File: config.mk
export PLATFORM = sky130hd
export DESIGN_NAME = disk_dma_datapath
export DESIGN_NICKNAME = d
export VERILOG_FILES = /design/src/disk_dma_pkg.sv /design/src/disk_dma_datapath.sv /design/src/disk_shifter.sv
export SDC_FILE = /design/constraint.sdc
export NUM_CORES = 1
export LEC_CHECK = 0
export BUFFER_PORTS_ARGS = -buffer_cell sky130_fd_sc_hd__buf_2
export CAP_MARGIN = 20
export CORE_UTILIZATION = 25
export CTS_CLUSTER_DIAMETER = 30
export DETAILED_ROUTE_END_ITERATION = 16
export HOLD_SLACK_MARGIN = 0.03
export SLEW_MARGIN = 20
export SYNTH_ARGS = -nofsm -noshare
export SYNTH_HDL_FRONTEND = slang
export SYNTH_HIERARCHICAL = 1
export SYNTH_SLANG_ARGS = --single-unit
File: constraint.sdc
create_clock -name mclk_i -period 3.75 [get_ports mclk_i]
set_clock_uncertainty 0.1 [all_clocks]
set_input_delay 0.375 -clock mclk_i [delete_from_list [all_inputs] [get_ports mclk_i]]
set_output_delay 0.375 -clock mclk_i [all_outputs]
set_load 0.005 [all_outputs]
File: src/disk_dma_pkg.sv
`default_nettype none
package disk_dma_pkg;
  localparam int DATA_W = 16;
  localparam int EXT_W = 2;
  localparam int ADDR_W = DATA_W + EXT_W;
  localparam int REG_ADDR_W = 3;
  localparam int SLOT_W = 5;
  // register indices on the plain register port
  localparam logic [2:0] OFF_CONTROL_STATUS = 3'h0;
  localparam logic [2:0] OFF_WORD_COUNTER = 3'h1;
  localparam logic [2:0] OFF_MEM_ADDRESS = 3'h2;
  localparam logic [2:0] OFF_DISK_ADDRESS = 3'h3;
  localparam logic [2:0] OFF_DISK_ADDRESS_EXT = 3'h4;
  localparam logic [2:0] OFF_DATA_BUFFER = 3'h5;
  // control_status_reg fields
  localparam int CS_GO_BIT = 0;
  localparam int CS_FUNC_LSB = 1;
  localparam int CS_EXT_LSB = 4;
  localparam int CS_DONE_BIT = 7;
  localparam int CS_CLEAR_BIT = 8;
  localparam int CS_RBF_BIT = 12;
  localparam int CS_WBF_BIT = 13;
  localparam int CS_ERR_BIT = 14;
  // disk_address_ext_reg fields
  localparam int DAE_INHIBIT_BIT = 0;
  // function codes
  localparam logic [1:0] FUNC_NONE = 2'h0;
  localparam logic [1:0] FUNC_WRITE = 2'h1;
  localparam logic [1:0] FUNC_READ = 2'h2;
  localparam logic [1:0] FUNC_CHECK = 2'h3;
  // reset values and counts
  localparam logic [15:0] WORD_RESET = 16'h0000;
  localparam logic [17:0] ADDR_STEP = 18'h00002;
  localparam logic [15:0] COUNT_STEP = 16'h0001;
  localparam logic [15:0] COUNT_LAST = 16'hffff;
  localparam logic [4:0] SLOT_FIRST_DATA = 5'h01;
  localparam logic [4:0] SLOT_PARITY = 5'h11;
  localparam logic [4:0] SLOT_END = 5'h12;
endpackage
`default_nettype wire

File: src/disk_dma_datapath.sv
// Added by the designer: the plain strobed port and the placing of the registers.
`timescale 1ns/1ps
`default_nettype none
// Behaviour
// - address counter steps two per transfer
// - software loads address counter by write
// - address counter reads back on bus
// - two extension bits count counter carry
// - software writes extension bits directly
// - inhibit bit freezes address counter
// - each disk word advances counters
// - count overflow clears function, sets done
// - go copies function; write requests bus
// - strobe fills buffer, sets buffer full
// - word load requests next memory word
// - match arms load; load moves buffer
// - loaded shifter sets leading control bit
// - write data gated by select, lockout
// - odd word gets trailing parity bit
// - shifts keyed by strobe or track pulse
// - assembled word goes to buffer, bus
// - memory sync clears read buffer full
// - read armed at phase three after match
// - write check compares bits, flags mismatch
// - software writes data buffer directly
// - mismatch error latched until clear
module disk_dma_datapath (
  input wire logic mclk_i,
  input wire logic resetn_i,
  input wire logic [2:0] reg_addr_i,
  input wire logic [15:0] reg_wdata_i,
  input wire logic reg_wr_i,
  input wire logic reg_rd_i,
  output logic [15:0] reg_rdata_o,
  output logic dma_req_o,
  output logic dma_to_mem_o,
  output logic [17:0] dma_addr_o,
  output logic [15:0] dma_wdata_o,
  input wire logic [15:0] dma_rdata_i,
  input wire logic dma_data_strobe_i,
  input wire logic dma_ssyn_i,
  input wire logic addr_match_i,
  input wire logic control_phase_two_i,
  input wire logic control_phase_three_i,
  input wire logic timing_pulse_two_i,
  input wire logic timing_track_pulse_i,
  input wire logic read_strobe_i,
  input wire logic bit_count_done_i,
  input wire logic read_bit_level_i,
  input wire logic disk_selected_i,
  input wire logic write_lockout_i,
  input wire logic clear_i,
  output logic write_data_o,
  output logic count_done_o
);
  typedef struct packed {
    logic [15:0] memory_address_counter;
    logic [15:0] word_counter;
    logic [15:0] disk_address_reg;
    logic [15:0] data_buffer_reg;
    logic [15:0] rdata;
    logic addr_ext_high;
    logic addr_ext_low;
    logic [1:0] func;
    logic [1:0] word_func;
    logic [1:0] saved_function_bit;
    logic go;
    logic addr_increment_inhibit;
    logic count_done_flag;
    logic compare_mismatch_error;
    logic write_buffer_full;
    logic read_buffer_full;
    logic req;
    logic to_mem;
    logic write_in_progress;
    logic control_bit_flag;
    logic write_bit_reg;
    logic parity;
    logic read_armed;
    logic load_enable;
    logic word_load_flag;
    logic word_assembled_flag;
    logic [4:0] slot;
    logic lock_meta;
    logic lock_sync;
    logic data_out;
  } state_t;

  state_t s_q;
  state_t s_d;
  logic [15:0] shift_data;
  logic shift_load;
  logic shift_pulse;
  logic shift_in;
  logic write_type;
  logic reading;
  logic xfer_done;
  logic cs_write;

  assign write_type = s_q.func == disk_dma_pkg::FUNC_WRITE ||
                      s_q.func == disk_dma_pkg::FUNC_CHECK;
  assign reading = s_q.func == disk_dma_pkg::FUNC_READ;
  assign xfer_done = (dma_data_strobe_i && write_type && s_q.req) ||
                     (dma_ssyn_i && s_q.to_mem && s_q.read_buffer_full);
  assign cs_write = reg_wr_i &&
                    reg_addr_i == disk_dma_pkg::OFF_CONTROL_STATUS;
  assign shift_load = s_q.word_load_flag;
  // strobe for read, track pulse for write
  // a word in flight keeps its mode after the count ends
  assign shift_pulse = s_q.write_in_progress ?
                       (s_q.word_func == disk_dma_pkg::FUNC_WRITE ?
                        timing_track_pulse_i : read_strobe_i) :
                       read_strobe_i && reading;
  assign shift_in = reading ? read_bit_level_i : 1'b0;

  disk_shifter #(
    .WIDTH(disk_dma_pkg::DATA_W)
  ) u_shifter (
    .mclk_i(mclk_i),
    .resetn_i(resetn_i),
    .load_i(shift_load),
    .load_data_i(s_q.data_buffer_reg),
    .shift_i(shift_pulse),
    .shift_in_i(shift_in),
    .data_o(shift_data)
  );

  always_comb begin
    logic advance;
    logic [15:0] wc_inc;
    logic [17:0] full_addr;
    advance = 1'b0;
    wc_inc = s_q.word_counter + disk_dma_pkg::COUNT_STEP;
    full_addr = {s_q.addr_ext_high, s_q.addr_ext_low,
                 s_q.memory_address_counter};
    s_d = s_q;
    s_d.word_load_flag = 1'b0;
    s_d.word_assembled_flag = 1'b0;
    s_d.rdata = disk_dma_pkg::WORD_RESET;
    s_d.lock_meta = write_lockout_i;
    s_d.lock_sync = s_q.lock_meta;

    // clear drops latched flags
    // clears first, so that a same-cycle error still lands
    if (clear_i || (cs_write && reg_wdata_i[disk_dma_pkg::CS_CLEAR_BIT])) begin
      s_d.compare_mismatch_error = 1'b0;
      s_d.count_done_flag = 1'b0;
    end

    // step by two per completed transfer
    if (xfer_done && !s_q.addr_increment_inhibit) begin
      full_addr = full_addr + disk_dma_pkg::ADDR_STEP;
      {s_d.addr_ext_high, s_d.addr_ext_low} = full_addr[17:16];
      s_d.memory_address_counter = full_addr[15:0];
    end

    if (dma_data_strobe_i && write_type && s_q.req) begin
      s_d.data_buffer_reg = dma_rdata_i;
      s_d.write_buffer_full = 1'b1;
      s_d.req = 1'b0;
    end

    // sync with data to bus frees buffer
    if (dma_ssyn_i && s_q.to_mem && s_q.read_buffer_full) begin
      s_d.read_buffer_full = 1'b0;
      s_d.req = 1'b0;
    end

    // arm at phase two, fire at pulse two
    if (control_phase_two_i && addr_match_i && write_type &&
        s_q.write_buffer_full && !s_q.write_in_progress) begin
      s_d.load_enable = 1'b1;
    end
    if (timing_pulse_two_i && s_q.load_enable) begin
      s_d.word_load_flag = 1'b1;
      s_d.load_enable = 1'b0;
    end
    if (s_q.word_load_flag) begin
      s_d.write_in_progress = 1'b1;
      s_d.word_func = s_q.func;
      s_d.write_buffer_full = 1'b0;
      s_d.control_bit_flag = 1'b1;
      s_d.slot = '0;
      s_d.parity = 1'b0;
      advance = 1'b1;
      // next word asked for unless last
      s_d.req = wc_inc != disk_dma_pkg::WORD_RESET;
    end

    // bits leave through control flag into write bit
    if (shift_pulse && s_q.write_in_progress) begin
      // parity slot carries the odd-ones fix
      s_d.write_bit_reg = s_q.slot == disk_dma_pkg::SLOT_PARITY ?
                          s_q.parity : s_q.control_bit_flag;
      s_d.control_bit_flag = shift_data[15];
      if (s_q.slot >= disk_dma_pkg::SLOT_FIRST_DATA &&
          s_q.slot < disk_dma_pkg::SLOT_PARITY &&
          s_q.control_bit_flag) begin
        s_d.parity = !s_q.parity;
      end
      if (s_q.word_func == disk_dma_pkg::FUNC_CHECK &&
          s_q.slot < disk_dma_pkg::SLOT_PARITY &&
          s_q.control_bit_flag != read_bit_level_i) begin
        s_d.compare_mismatch_error = 1'b1;
      end
      s_d.slot = s_q.slot + 5'h01;
      if (s_q.slot == disk_dma_pkg::SLOT_END) begin
        s_d.write_in_progress = 1'b0;
        s_d.write_bit_reg = 1'b0;
      end
    end

    // arm reading once the address matched
    if (control_phase_three_i && reading && addr_match_i) begin
      s_d.read_armed = 1'b1;
    end
    // assembled word handed to the bus
    if (bit_count_done_i && control_phase_two_i && reading &&
        s_q.read_armed && !s_q.read_buffer_full &&
        !s_q.word_assembled_flag) begin
      s_d.word_assembled_flag = 1'b1;
    end
    if (s_q.word_assembled_flag) begin
      s_d.data_buffer_reg = shift_data;
      s_d.read_buffer_full = 1'b1;
      s_d.req = 1'b1;
      advance = 1'b1;
    end

    if (advance) begin
      s_d.word_counter = wc_inc;
      s_d.disk_address_reg = s_q.disk_address_reg +
                             disk_dma_pkg::COUNT_STEP;
      if (wc_inc == disk_dma_pkg::WORD_RESET) begin
        s_d.func = disk_dma_pkg::FUNC_NONE;
        s_d.go = 1'b0;
        s_d.count_done_flag = 1'b1;
        s_d.read_armed = 1'b0;
      end
    end

    // software writes override hardware updates
    if (reg_wr_i) begin
      unique case (reg_addr_i)
        disk_dma_pkg::OFF_CONTROL_STATUS: begin
          s_d.saved_function_bit = reg_wdata_i[2:1];
          // extension bits loaded from the bus
          {s_d.addr_ext_high, s_d.addr_ext_low} = reg_wdata_i[5:4];
          // go copies the function bits of the same write; write or check asks bus if buffer empty
          if (reg_wdata_i[disk_dma_pkg::CS_GO_BIT]) begin
            s_d.go = 1'b1;
            s_d.func = reg_wdata_i[2:1];
            s_d.to_mem = reg_wdata_i[2:1] == disk_dma_pkg::FUNC_READ;
            s_d.count_done_flag = 1'b0;
            s_d.read_armed = 1'b0;
            s_d.req = reg_wdata_i[1] && !s_q.write_buffer_full;
          end
        end
        disk_dma_pkg::OFF_WORD_COUNTER: begin
          s_d.word_counter = reg_wdata_i;
        end
        disk_dma_pkg::OFF_MEM_ADDRESS: begin
          s_d.memory_address_counter = reg_wdata_i;
        end
        disk_dma_pkg::OFF_DISK_ADDRESS: begin
          s_d.disk_address_reg = reg_wdata_i;
        end
        disk_dma_pkg::OFF_DISK_ADDRESS_EXT: begin
          s_d.addr_increment_inhibit =
            reg_wdata_i[disk_dma_pkg::DAE_INHIBIT_BIT];
        end
        // direct buffer write checks the path
        disk_dma_pkg::OFF_DATA_BUFFER: begin
          s_d.data_buffer_reg = reg_wdata_i;
        end
        default: begin
        end
      endcase
    end

    if (reg_rd_i) begin
      unique case (reg_addr_i)
        disk_dma_pkg::OFF_CONTROL_STATUS: begin
          s_d.rdata = {1'b0, s_q.compare_mismatch_error,
                       s_q.write_buffer_full, s_q.read_buffer_full,
                       4'h0, s_q.count_done_flag, 1'b0,
                       s_q.addr_ext_high, s_q.addr_ext_low, 1'b0,
                       s_q.func, s_q.go};
        end
        disk_dma_pkg::OFF_WORD_COUNTER: s_d.rdata = s_q.word_counter;
        disk_dma_pkg::OFF_MEM_ADDRESS: begin
          s_d.rdata = s_q.memory_address_counter;
        end
        disk_dma_pkg::OFF_DISK_ADDRESS: begin
          s_d.rdata = s_q.disk_address_reg;
        end
        disk_dma_pkg::OFF_DISK_ADDRESS_EXT: begin
          s_d.rdata = {15'h0000, s_q.addr_increment_inhibit};
        end
        disk_dma_pkg::OFF_DATA_BUFFER: begin
          s_d.rdata = s_q.data_buffer_reg;
        end
        default: s_d.rdata = disk_dma_pkg::WORD_RESET;
      endcase
    end

    s_d.data_out = s_d.write_bit_reg && s_d.write_in_progress &&
                   disk_selected_i && !s_q.lock_sync;
  end

  always_ff @(posedge mclk_i) begin
    if (!resetn_i) begin
      s_q <= '0;
    end else begin
      s_q <= s_d;
    end
  end

  assign reg_rdata_o = s_q.rdata;
  assign dma_req_o = s_q.req;
  assign dma_to_mem_o = s_q.to_mem;
  assign dma_addr_o = {s_q.addr_ext_high, s_q.addr_ext_low,
                       s_q.memory_address_counter};
  assign dma_wdata_o = s_q.data_buffer_reg;
  assign write_data_o = s_q.data_out;
  assign count_done_o = s_q.count_done_flag;

  logic mac_wr;
  logic wc_wr;
  assign mac_wr = reg_wr_i && reg_addr_i == disk_dma_pkg::OFF_MEM_ADDRESS;
  assign wc_wr = reg_wr_i && reg_addr_i == disk_dma_pkg::OFF_WORD_COUNTER;
endmodule // disk_dma_datapath
`default_nettype wire

File: src/disk_shifter.sv
`timescale 1ns/1ps
`default_nettype none
module disk_shifter #(
  parameter int WIDTH = disk_dma_pkg::DATA_W
) (
  input wire logic mclk_i,
  input wire logic resetn_i,
  input wire logic load_i,
  input wire logic [WIDTH-1:0] load_data_i,
  input wire logic shift_i,
  input wire logic shift_in_i,
  output logic [WIDTH-1:0] data_o
);
  typedef struct packed {
    logic [WIDTH-1:0] word;
  } shift_state_t;

  shift_state_t s_q;
  shift_state_t s_d;

  // load wins: a fresh word replaces any half-shifted one
  always_comb begin
    s_d = s_q;
    if (load_i) begin
      s_d.word = load_data_i;
    end else if (shift_i) begin
      s_d.word = {s_q.word[WIDTH-2:0], shift_in_i};
    end
  end

  always_ff @(posedge mclk_i) begin
    if (!resetn_i) begin
      s_q <= '0;
    end else begin
      s_q <= s_d;
    end
  end

  assign data_o = s_q.word;
endmodule // disk_shifter
`default_nettype wire
==> summary.txt, run 1 <==
Clock network
  • Maximum count of clock buffers along a single path: 2
  • Clock buffer count from CTS: 17
  • CTS root buf: sky130_fd_sc_hd__clkbuf_16
  • Resize count post-CTS: 0
  • Clock tree from TritonCTS: done
  • Post-cts hold buffer count: 0
  • Clock sinks: 126
  • Clk_lat worst skew: 0.42 ns
  • Clock transition at path regs: 0.05 ns
  • Post CTS Setup Buffer Count: 0
  • Deepest level of the CTS H-tree: 4

Power and ir drop
  • Gate power share: 6.8%
  • Sw frac: 23.6%
  • Total power per unit cell area: 387 mW/mm^2
  • Net load switching power: 0.746 mW
  • Sequential share of power: 44.3%
  • Total power after layout: 3.17 mW
  • Clock network fraction of total power: 48.9%
  • Maximum vdd ir drop: 0.000187 V
  • Leak pwr: 3.41 nW
  • Internal power component: 2.42 mW

Synth
  • Compound-cell area share of the yosys netlist: 15.1%
  • Largest family of logic cells by synthesized area: simple AND/OR/NAND/NOR gates
  • Post-synthesis mux area share: 12.8%
  • Count of mapped cells out of synthesis: 831
  • Synth warn: 6
  • Commonest register cell after synthesis: sky130_fd_sc_hd__dfxtp_1
  • Proportion of synthesized flip-flops having asynchronous set or reset: 0%
  • Average size of a mapped cell: 8.65 sq um
  • Number of unique standard cell types used by synthesis: 63
  • Seq cells post-synth: 126
  • Area share of xor/xnor cells in the synthesized design: 5.97%
  • Sequential area share after synthesis: 35.1%
  • Post-synthesis share of cell area spent on and, or, nand and nor gates: 20.0%
  • Post-synthesis instance area: 0.00719 sq mm
  • Share of synthesized cell area in full adder, half adder and majority cells: 1.04%
  • Synthesized Nets: 889
  • Number of flops mapped to enable cells by yosys: 0

STA
  • Final min period: 2.67 ns
  • Worst slew pin tran: 0.925 ns
  • Post-route fraction of the period consumed by the critical path: 71.2%
  • Relative slew slack: 38.3%
  • Total Neg Setup Slack: 0 ns
  • Setup repair after global routing missed its margin: false
  • Count of endpoints failing hold in the final timing report: 0
  • Number of failing setup endpoints in the final timing report: 0
  • Fmax: 375 MHz
  • Pins over their slew limit: 0

Floorplan
  • Initial standard-cell utilization of the core: 25.7%
  • Site row count: 61
  • Std-Cell Core Area: 0.0280 sq mm
  • Die Height: 172 microns
  • Width of the die: 172 microns
  • Io pins: 106
  • Floorplan die area: 0.0295 sq mm

Layout
  • Area used by sequential logic in the layout: 0.00252 sq mm
  • Share of cells above drive strength 1: 21.5%
  • Filler Cells Inserted: 2998
  • Area occupied by multi-input gates: 0.00395 sq mm
  • Net total in the final layout: 917
  • Count of non-filler cells in the finished layout: 1250
  • Most common library cell in the layout ignoring fill and taps: sky130_fd_sc_hd__dfxtp_1
  • Highest-count cells in the layout ignoring fill and taps: sky130_fd_sc_hd__dfxtp_1 (126), sky130_fd_sc_hd__buf_2 (105), sky130_fd_sc_hd__nor2_1 (102)
  • Layout area overhead: 13.8%
  • Core Util, Final: 29.2%

Hold path
  • Hold crit path type: input pin to flop
  • Startpoint of the lowest-slack hold path: write_lockout_i

Placed design
  • Weighted congestion at the end of routability-driven global placement: 0.857
  • Sum of net half-perimeters after detailed placement: 15.6 mm
  • # placed instances: 1218
  • PortBufs: 105

Worst setup path
  • Critical Path End Type: flop
  • Required time worst endpoint: 3.95 ns
  • Arrival time at the worst endpoint: 2.87 ns
  • Crit Reg-Reg Startpoint: s_q[26]
  • Beginning of the critical path: s_q[26]
  • Worst setup path class: flop to flop
  • Largest fanout on the critical path: 16
  • Launching element type of the critical path: flop

Detailed routing
  • Via total after detailed routing: 5981
  • Final routed wire length divided by cell count: 17.0 microns
  • Initial DRC count: 572
  • DRC: 0
  • Antenna viol nets, final: 0
  • TritonRoute pass-1 iters: 5
  • Wire length reported by the detailed router: 21.3 mm
  • Vias/cell: 4.78

Status
  • Run status: finished, final reports clean

Job
  • Max cap viols: 0

Global route
  • Via count of the first global-routing pass: 5645
  • Aggregate global routing overflow: 0
  • Global-route usage over all layers: 14.9%
  • Global-route wire length before repair: 33.0 mm
  • Maximum number of pins on one net before global-route repair: 48
  • Initial antenna violation count: 6
==> routing by layer <==
metal | wire length, microns | track usage (%) | up-vias
li1 | - | - | 2926
met1 | 9670 | 19.3 | 2830
met2 | 9790 | 23.5 | 185
met3 | 1350 | 4.14 | 32
met4 | 393 | 5.05 | 8
met5 | 49 | 0 | -
==> final timing paths <==
kind,endpoint,slack [ns],depth (start not counted)
max reg2reg,u_shifter/data_o[7],1.08,6
min,s_d[1],0.07,2
max,u_shifter/data_o[7],1.08,6
min reg2reg,write_data_o,0.30,1
==> power by group through the flow <==
| stage | clock (mW) | combinational (mW) | sequential, mW |
|---|---|---|---|
| after floorplan | 0 | 0.145 | 1.41 |
| after global placement | 0 | 0.212 | 1.43 |
| after detailed placement | 0 | 0.213 | 1.43 |
| after CTS | 1.57 | 0.214 | 1.40 |
| after global routing | 1.64 | 0.234 | 1.41 |
| final | 1.55 | 0.215 | 1.40 |
==> area by class of cell <==
class                   count  area share [%]
clock buffers              24            6.01
diodes                      2          0.0612
flip-flops and latches    126            30.8
repair buffers            119            7.71
well taps                 378            5.78
inverters                  14           0.642
clock inverters             6           0.734
multi-input cells         581            48.2
==> synthesized netlist by cell type, types with 16 or more instances <==
| cell | instances | share of area, % |
|---|---|---|
| sky130_fd_sc_hd__dfxtp_1 | 126 | 35 |
| sky130_fd_sc_hd__nor2_1 | 102 | 5.3 |
| sky130_fd_sc_hd__nand2_1 | 68 | 3.5 |
| sky130_fd_sc_hd__buf_4 | 52 | 5.4 |
| sky130_fd_sc_hd__mux2i_1 | 49 | 6.8 |
| sky130_fd_sc_hd__o21ai_0 | 42 | 2.9 |
| sky130_fd_sc_hd__a211oi_1 | 34 | 3.5 |
| sky130_fd_sc_hd__clkbuf_1 | 34 | 1.8 |
| sky130_fd_sc_hd__a21oi_1 | 30 | 2.1 |
| sky130_fd_sc_hd__xor2_1 | 29 | 3.5 |
| sky130_fd_sc_hd__xnor2_1 | 20 | 2.4 |
| sky130_fd_sc_hd__nand3_1 | 19 | 1.3 |
| sky130_fd_sc_hd__buf_2 | 17 | 1.2 |
| sky130_fd_sc_hd__nand2b_1 | 17 | 1.5 |
| sky130_fd_sc_hd__o211a_1 | 17 | 2.4 |
| sky130_fd_sc_hd__nand4_1 | 16 | 1.4 |
==> flip-flops by register name (all words and copies together) (netlist names) <==
signal            flops
s_q                  54
dma_addr_o           18
dma_wdata_o          16
reg_rdata_o          16
u_shifter/data_o     16
count_done_o          1
dma_req_o             1
dma_to_mem_o          1
s_d                   1
shift_load            1
write_data_o          1
==> cells by family (layout without fill, tap and decap cells) <==
| logic type | count (synthesis) | in the layout |
|---|---|---|
| adder cells (fa/ha/maj) | 6 | 6 |
| other | 0 | 2 |
| multiplexers | 76 | 76 |
| AND/OR/NAND/NOR | 293 | 293 |
| buffers and inverters | 124 | 163 |
| flip-flops | 126 | 126 |
| AO/OA/AOI/OAI | 157 | 157 |
| XOR/XNOR | 49 | 49 |
==> worst max-delay path, cell delays in order (launching register included) <==
cell                       delay (ns)
sky130_fd_sc_hd__dfxtp_1         0.35
sky130_fd_sc_hd__nor2b_1         0.18
sky130_fd_sc_hd__mux2i_1         0.24
sky130_fd_sc_hd__nand2b_1        0.33
sky130_fd_sc_hd__nand2_1         0.61
sky130_fd_sc_hd__mux2_4          0.50
sky130_fd_sc_hd__o211a_1         0.21
==> per-stage QoR <==
step	setup WS, ns	instance area (sq um)	hold WS, ns
global route	0.978	8180	0.0586
finish	1.08	8180	0.0659
CTS	1.10	8180	0.0475
detailed placement	1.13	7630	0.287
global placement	1.18	7630	0.276
floorplan	1.65	7190	0.273
Note: power is estimated with default switching activity, not from simulation.
==> run 2, diff against run 1 <==
--- a/config.mk
+++ b/config.mk
@@ -5,6 +5,7 @@
 export SDC_FILE = /design/constraint.sdc
 export NUM_CORES = 1
 export LEC_CHECK = 0
+export ABC_AREA = 1
 export BUFFER_PORTS_ARGS = -buffer_cell sky130_fd_sc_hd__buf_2
 export CAP_MARGIN = 20
 export CORE_UTILIZATION = 25
==> constraint.sdc (replaced) <==
create_clock -name mclk_i -period 2.8 [get_ports mclk_i]
set_clock_uncertainty 0.1 [all_clocks]
set_input_delay 0.28 -clock mclk_i [delete_from_list [all_inputs] [get_ports mclk_i]]
set_output_delay 0.28 -clock mclk_i [all_outputs]
set_load 0.005 [all_outputs]
==> summary.txt, run 2 <==
Floorplan
  • Io pins: 106
  • Width of the die: 171 microns
  • Std-Cell Core Area: 0.0280 sq mm
  • Die Height: 171 microns
  • Floorplan die area: 0.0294 sq mm
  • Initial standard-cell utilization of the core: 25.6%
  • Site row count: 61

Layout
  • Top reg by flops: s_q
  • Count of non-filler cells in the finished layout: 1477
  • Antenna diodes: 0
  • Share of cells above drive strength 1: 16.0%
  • Net total in the final layout: 1144
  • Layout area overhead: 16.3%
  • Post-Layout Inst Area: 0.00834 sq mm
  • Number of flip-flops under the largest register name: 54
  • Highest-count cells in the layout ignoring fill and taps: sky130_fd_sc_hd__nand2_1 (225), sky130_fd_sc_hd__inv_1 (151), sky130_fd_sc_hd__dfxtp_1 (126)
  • Core Util, Final: 29.8%
  • Most common library cell in the layout ignoring fill and taps: sky130_fd_sc_hd__nand2_1

Synth
  • Post-synth top area share: 35.2%
  • Commonest register cell after synthesis: sky130_fd_sc_hd__dfxtp_1
  • Seq cells post-synth: 126
  • Sequential area share after synthesis: 35.2%
  • Synth warn: 6
  • Post-synth top cells: sky130_fd_sc_hd__nand2_1 (225), sky130_fd_sc_hd__inv_1 (151), sky130_fd_sc_hd__dfxtp_1 (126)
  • Proportion of synthesized flip-flops having asynchronous set or reset: 0%
  • Number of unique standard cell types used by synthesis: 46
  • Count of mapped cells out of synthesis: 1032
  • Main area contributors after synthesis: sky130_fd_sc_hd__dfxtp_1 (35%), sky130_fd_sc_hd__nand2_1 (12%), sky130_fd_sc_hd__inv_1 (7.9%)
  • Average size of a mapped cell: 6.95 sq um
  • Dominant cell by count in the synthesized netlist: sky130_fd_sc_hd__nand2_1
  • Synthesized Nets: 1090
  • Post-synthesis instance area: 0.00717 sq mm
  • Leading area contributor after synthesis: sky130_fd_sc_hd__dfxtp_1
  • Number of flops mapped to enable cells by yosys: 0

Power and ir drop
  • Sw frac: 25.0%
  • Sequential share of power: 42.9%
  • Gate power share: 7.1%
  • Maximum vdd ir drop: 0.000301 V
  • Internal power component: 3.29 mW
  • Clock network fraction of total power: 50.0%
  • Total power per unit cell area: 526 mW/mm^2
  • Leak pwr: 3.71 nW
  • Net load switching power: 1.10 mW

Clock network
  • Clock transition at path regs: 0.06 ns
  • Resize count post-CTS: 0
  • Maximum count of clock buffers along a single path: 2
  • Clk_lat worst skew: 0.43 ns
  • Post CTS Setup Buffer Count: 0
  • Post-cts hold buffer count: 5
  • Clock tree from TritonCTS: done
  • Clock sinks: 126
  • Clock buffer count from CTS: 17
  • CTS root buf: sky130_fd_sc_hd__clkbuf_16
  • Deepest level of the CTS H-tree: 4

STA
  • Post-route fraction of the period consumed by the critical path: 75.6%
  • Worst slew pin tran: 1.08 ns
  • Total Neg Setup Slack: 0 ns
  • Pins over their slew limit: 0
  • Setup repair after global routing missed its margin: false
  • Number of failing setup endpoints in the final timing report: 0
  • Relative slew slack: 27.9%
  • Final min period: 2.12 ns
  • Fmax: 472 MHz
  • Count of endpoints failing hold in the final timing report: 0

Worst setup path
  • Largest fanout on the critical path: 6
  • Arrival time at the worst endpoint: 2.28 ns
  • Worst setup path class: flop to flop
  • Required time worst endpoint: 2.96 ns
  • Launching element type of the critical path: flop
  • Register-to-register setup slack: 0.68 ns
  • Critical Path End Type: flop

Global route
  • Global-route wire length before repair: 37.3 mm
  • Via count of the first global-routing pass: 6228
  • Initial antenna violation count: 1
  • Aggregate global routing overflow: 0
  • Maximum number of pins on one net before global-route repair: 55
  • Global-route usage over all layers: 17.0%

Detailed routing
  • Initial DRC count: 700
  • Wire length reported by the detailed router: 24.6 mm
  • Final routed wire length divided by cell count: 16.6 microns
  • Via total after detailed routing: 7046
  • Antenna viol nets, final: 0
  • TritonRoute pass-1 iters: 6
  • Vias/cell: 4.77
  • DRC: 0

Placed design
  • Placed standard-cell area: 0.00772 sq mm
  • Weighted congestion at the end of routability-driven global placement: 0.887
  • # placed instances: 1440
  • Sum of net half-perimeters after detailed placement: 18.5 mm
  • PortBufs: 105

Job
  • Max cap viols: 0

Status
  • Run status: finished, final reports clean

Hold path
  • Hold crit path type: input pin to flop
run 2: final cells by class:
class	count	area [sq um]
Fill cell	3090	19700
Multi-Input combinational cell	659	3500
Sequential cell	126	2520
Timing Repair Buffer	124	681
Inverter	158	593
Tap cell	378	473
Clock buffer	22	464
Clock inverter	10	111
run 2: path summary, 6_finish.rpt:
| kind | from | endpoint | cells past startpoint |
|---|---|---|---|
| worst max-delay path | s_q[80] | s_q[23] | 12 |
| worst min-delay path | reg_wdata_i[5] | dma_wdata_o[5] | 3 |
| worst max register to register | s_q[80] | s_q[23] | 12 |
| worst min register to register | s_q[1] | write_data_o | 1 |
run 2: through the flow:
stage | setup WS, ns | hold slack, ns | total power, mW
2_1_floorplan | 1.01 | 0.274 | 2.08
3_5_place_dp | 0.695 | 0.284 | 2.22
5_1_grt | 0.441 | 0.0782 | 4.53
6_report | 0.682 | 0.0794 | 4.39
3_3_place_gp | 0.701 | 0.289 | 2.22
4_1_cts | 0.701 | 0.0692 | 4.41
run 2: logic make-up (layout without fill, tap and decap cells):
kind of cell	Yosys count	after routing	synth area share, %
flops	126	126	35.2
simple gates	420	420	25.5
xor+xnor	28	28	3.42
compound gates	205	205	18.7
fa+ha+maj	6	6	1.05
buf+inv	247	314	16.1
run 2: worst max-delay path, cell delays in order (launching register included):
cell	delay, ns
sky130_fd_sc_hd__dfxtp_1	0.41
sky130_fd_sc_hd__ha_1	0.23
sky130_fd_sc_hd__nand3_2	0.12
sky130_fd_sc_hd__nor2_2	0.14
sky130_fd_sc_hd__nand2_1	0.11
sky130_fd_sc_hd__nor2_2	0.14
sky130_fd_sc_hd__nand2_1	0.06
sky130_fd_sc_hd__nand2_1	0.08
sky130_fd_sc_hd__nand2_1	0.05
sky130_fd_sc_hd__nor2_1	0.18
sky130_fd_sc_hd__nand3_2	0.16
sky130_fd_sc_hd__nand2_1	0.10
sky130_fd_sc_hd__a21oi_1	0.06
run 2: power by group through the flow:
stage | Clock [mW] | Sequential [mW] | Combinational [mW]
finish | 2.20 | 1.88 | 0.310
global route | 2.31 | 1.89 | 0.339
CTS | 2.22 | 1.88 | 0.308
detailed placement | 0 | 1.92 | 0.302
global placement | 0 | 1.92 | 0.301
floorplan | 0 | 1.90 | 0.184
run 2: routing by layer:
| metal | track usage (%) | up-vias | part of all wire (%) |
|---|---|---|---|
| met2 | 25.5 | 268 | 44 |
| li1 | - | 3453 | - |
| met4 | 6.37 | 2 | 2.5 |
| met1 | 23.5 | 3289 | 46 |
| met5 | 0 | - | 0.049 |
| met3 | 3.57 | 34 | 7.0 |
==> run 3, diff against run 2 <==
==> constraint.sdc (replaced) <==
create_clock -name mclk_i -period 2.19 [get_ports mclk_i]
set_clock_uncertainty 0.1 [all_clocks]
set_input_delay 0.219 -clock mclk_i [delete_from_list [all_inputs] [get_ports mclk_i]]
set_output_delay 0.219 -clock mclk_i [all_outputs]
set_load 0.005 [all_outputs]
==> summary.txt, run 3 (synthesis results as in run 2) <==
Status
  • Run status: finished, final reports clean

Detailed routing
  • Antenna viol nets, final: 0
  • Wire length reported by the detailed router: 24.6 mm
  • Vias/cell: 4.78
  • TritonRoute pass-1 iters: 5
  • Initial DRC count: 751
  • Final routed wire length divided by cell count: 16.4 microns
  • DRC: 0
  • Via total after detailed routing: 7170

Placed design
  • PortBufs: 105
  • Weighted congestion at the end of routability-driven global placement: 0.939
  • # placed instances: 1449
  • Placed standard-cell area: 0.00780 sq mm
  • Sum of net half-perimeters after detailed placement: 18.6 mm
  • Post-Place Setup Slack: 0.0907 ns

Worst setup path
  • Library cell appearing most often on the critical path: sky130_fd_sc_hd__nand2_1
  • Critical Path Slowest Stage Cell: sky130_fd_sc_hd__dlygate4sd3_1
  • Worst setup path class: flop to flop
  • Arrival time at the worst endpoint: 2.33 ns
  • Maximum cell stage delay along the critical path: 0.57 ns
  • Register-to-register setup slack: 0.13 ns
  • Launching element type of the critical path: flop
  • Worst R2R End: write_data_o
  • Length in cells of the worst reg-to-reg path: 10
  • Cell class contributing the biggest share of worst-path delay: buffers and inverters
  • Cells along the critical path: inv_1 -> ha_1 -> nand3_1 -> nand2_1 -> o21ai_1 -> nand2_1 -> nor2_1 -> a21oi_1 -> nor4b_2 -> dlygate4sd3_1
  • Required time worst endpoint: 2.47 ns
  • Buffers and inverters on the worst path: 2
  • Crit Reg-Reg Startpoint: s_q[4]
  • Number of stages on the worst setup path: 10
  • Largest fanout on the critical path: 4
  • Critical Path End Type: flop

Global route
  • Maximum number of pins on one net before global-route repair: 50
  • Aggregate global routing overflow: 0
  • Via count of the first global-routing pass: 6548
  • Global-route usage over all layers: 17.2%
  • Global-route wire length before repair: 38.1 mm
  • Initial antenna violation count: 0

Clock network
  • Clock sinks: 126
  • Clock transition at path regs: 0.07 ns
  • Clock buffer count from CTS: 17
  • Maximum count of clock buffers along a single path: 2
  • CTS root buf: sky130_fd_sc_hd__clkbuf_16
  • Clock tree from TritonCTS: done
  • Deepest level of the CTS H-tree: 4
  • Clk_lat worst skew: 0.43 ns

Layout
  • Net total in the final layout: 1168
  • Core Util, Final: 30.8%
  • Layout area overhead: 20.1%
  • Most common library cell in the layout ignoring fill and taps: sky130_fd_sc_hd__nand2_1
  • Highest-count cells in the layout ignoring fill and taps: sky130_fd_sc_hd__nand2_1 (225), sky130_fd_sc_hd__inv_1 (151), sky130_fd_sc_hd__dfxtp_1 (122)
  • Area occupied by multi-input gates: 0.00351 sq mm
  • Share of cells above drive strength 1: 17.5%
  • Filler Cells Inserted: 3089
  • Top reg by flops: s_q
  • Area used by sequential logic in the layout: 0.00253 sq mm
  • Post-Layout Inst Area: 0.00861 sq mm
  • Antenna diodes: 0
  • Count of non-filler cells in the finished layout: 1501
  • Number of flip-flops under the largest register name: 54

STA
  • Pins over their slew limit: 0
  • Number of failing setup endpoints in the final timing report: 0
  • Total Neg Setup Slack: 0 ns
  • Fmax: 486 MHz
  • Final min period: 2.06 ns
  • Relative slew slack: 59.4%
  • Worst slew pin tran: 0.608 ns
  • Post-route fraction of the period consumed by the critical path: 94.0%
  • Final hold slack: 0.0446 ns
  • Count of endpoints failing hold in the final timing report: 0
  • Worst setup margin: 0.132 ns
  • Setup repair after global routing missed its margin: true

Hold path
  • Hold-critical path depth: 3
  • Startpoint of the lowest-slack hold path: reg_wdata_i[2]
  • Endpoint, Worst Hold: dma_to_mem_o
  • Hold crit path type: input pin to flop

Job
  • Max cap viols: 0

Power and ir drop
  • Total power per unit cell area: 665 mW/mm^2
  • Maximum vdd ir drop: 0.000383 V
  • Total power after layout: 5.73 mW
  • Leak pwr: 3.83 nW

Floorplan
  • Die Height: 171 microns
  • Floorplan die area: 0.0294 sq mm
  • Io pins: 106
  • Initial standard-cell utilization of the core: 25.6%
  • Width of the die: 171 microns
  • Site row count: 61
  • Std-Cell Core Area: 0.0280 sq mm
## run 3: cell types whose count changed in the layout (fill, tap and decap cells not counted), sizes merged
cell,before,now
dlygate4sd3,5,20
buf,119,128
clkbuf,22,18
inv,157,161
clkinv,6,7
clkinvlp,3,2
## run 3: final cells by class
type | count | share of cell area [%]
clock inverters | 14 | 1.83
inverters | 158 | 6.89
clock buffers | 18 | 5.10
flip-flops and latches | 126 | 29.3
repair buffers | 148 | 10.6
well taps | 378 | 5.49
multi-input cells | 659 | 40.8
## run 3: how the worst max path moves through the flow
stage | slack, ns | start | end
3_3_place_gp | 0.17 | s_q[80] | s_q[11]
2_1_floorplan | 0.40 | s_q[80] | s_q[11]
4_1_cts | 0.05 | s_q[3] | write_data_o
6_report | 0.13 | s_q[4] | write_data_o
5_1_grt | -0.01 | s_q[4] | write_data_o
3_5_place_dp | 0.09 | s_q[80] | s_q[11]
## run 3: worst min-delay path: stages
cell and delay, ns:
sky130_fd_sc_hd__buf_2 0.15, sky130_fd_sc_hd__nand2_1 0.10, sky130_fd_sc_hd__o31ai_1 0.06
## run 3: power breakdown
group          internal (mW)  total, mW  switching, mW
Combinational          0.162      0.430          0.267
Clock                   1.73       2.89           1.17
Sequential              2.34       2.40         0.0621
Total                   4.23       5.73           1.50
## run 3: timing repair
| item | CTS | global route |
|---|---|---|
| setup endpoints to repair | 0 | 8 |
| resized for setup | 0 | 9 |
| hold endpoints to repair | 19 | 0 |
| buffers inserted | 0 | 0 |
| hold buffers | 20 | 0 |
## run 3: metal layers
metal / vias up / share of wire [%] / global-route usage (%)
li1: 3502 / - / -
met1: 3337 / 46 / 23.8
met2: 286 / 43 / 25.3
met3: 45 / 8.1 / 3.84
met4: 0 / 3.0 / 7.61
met5: - / 0 / 0
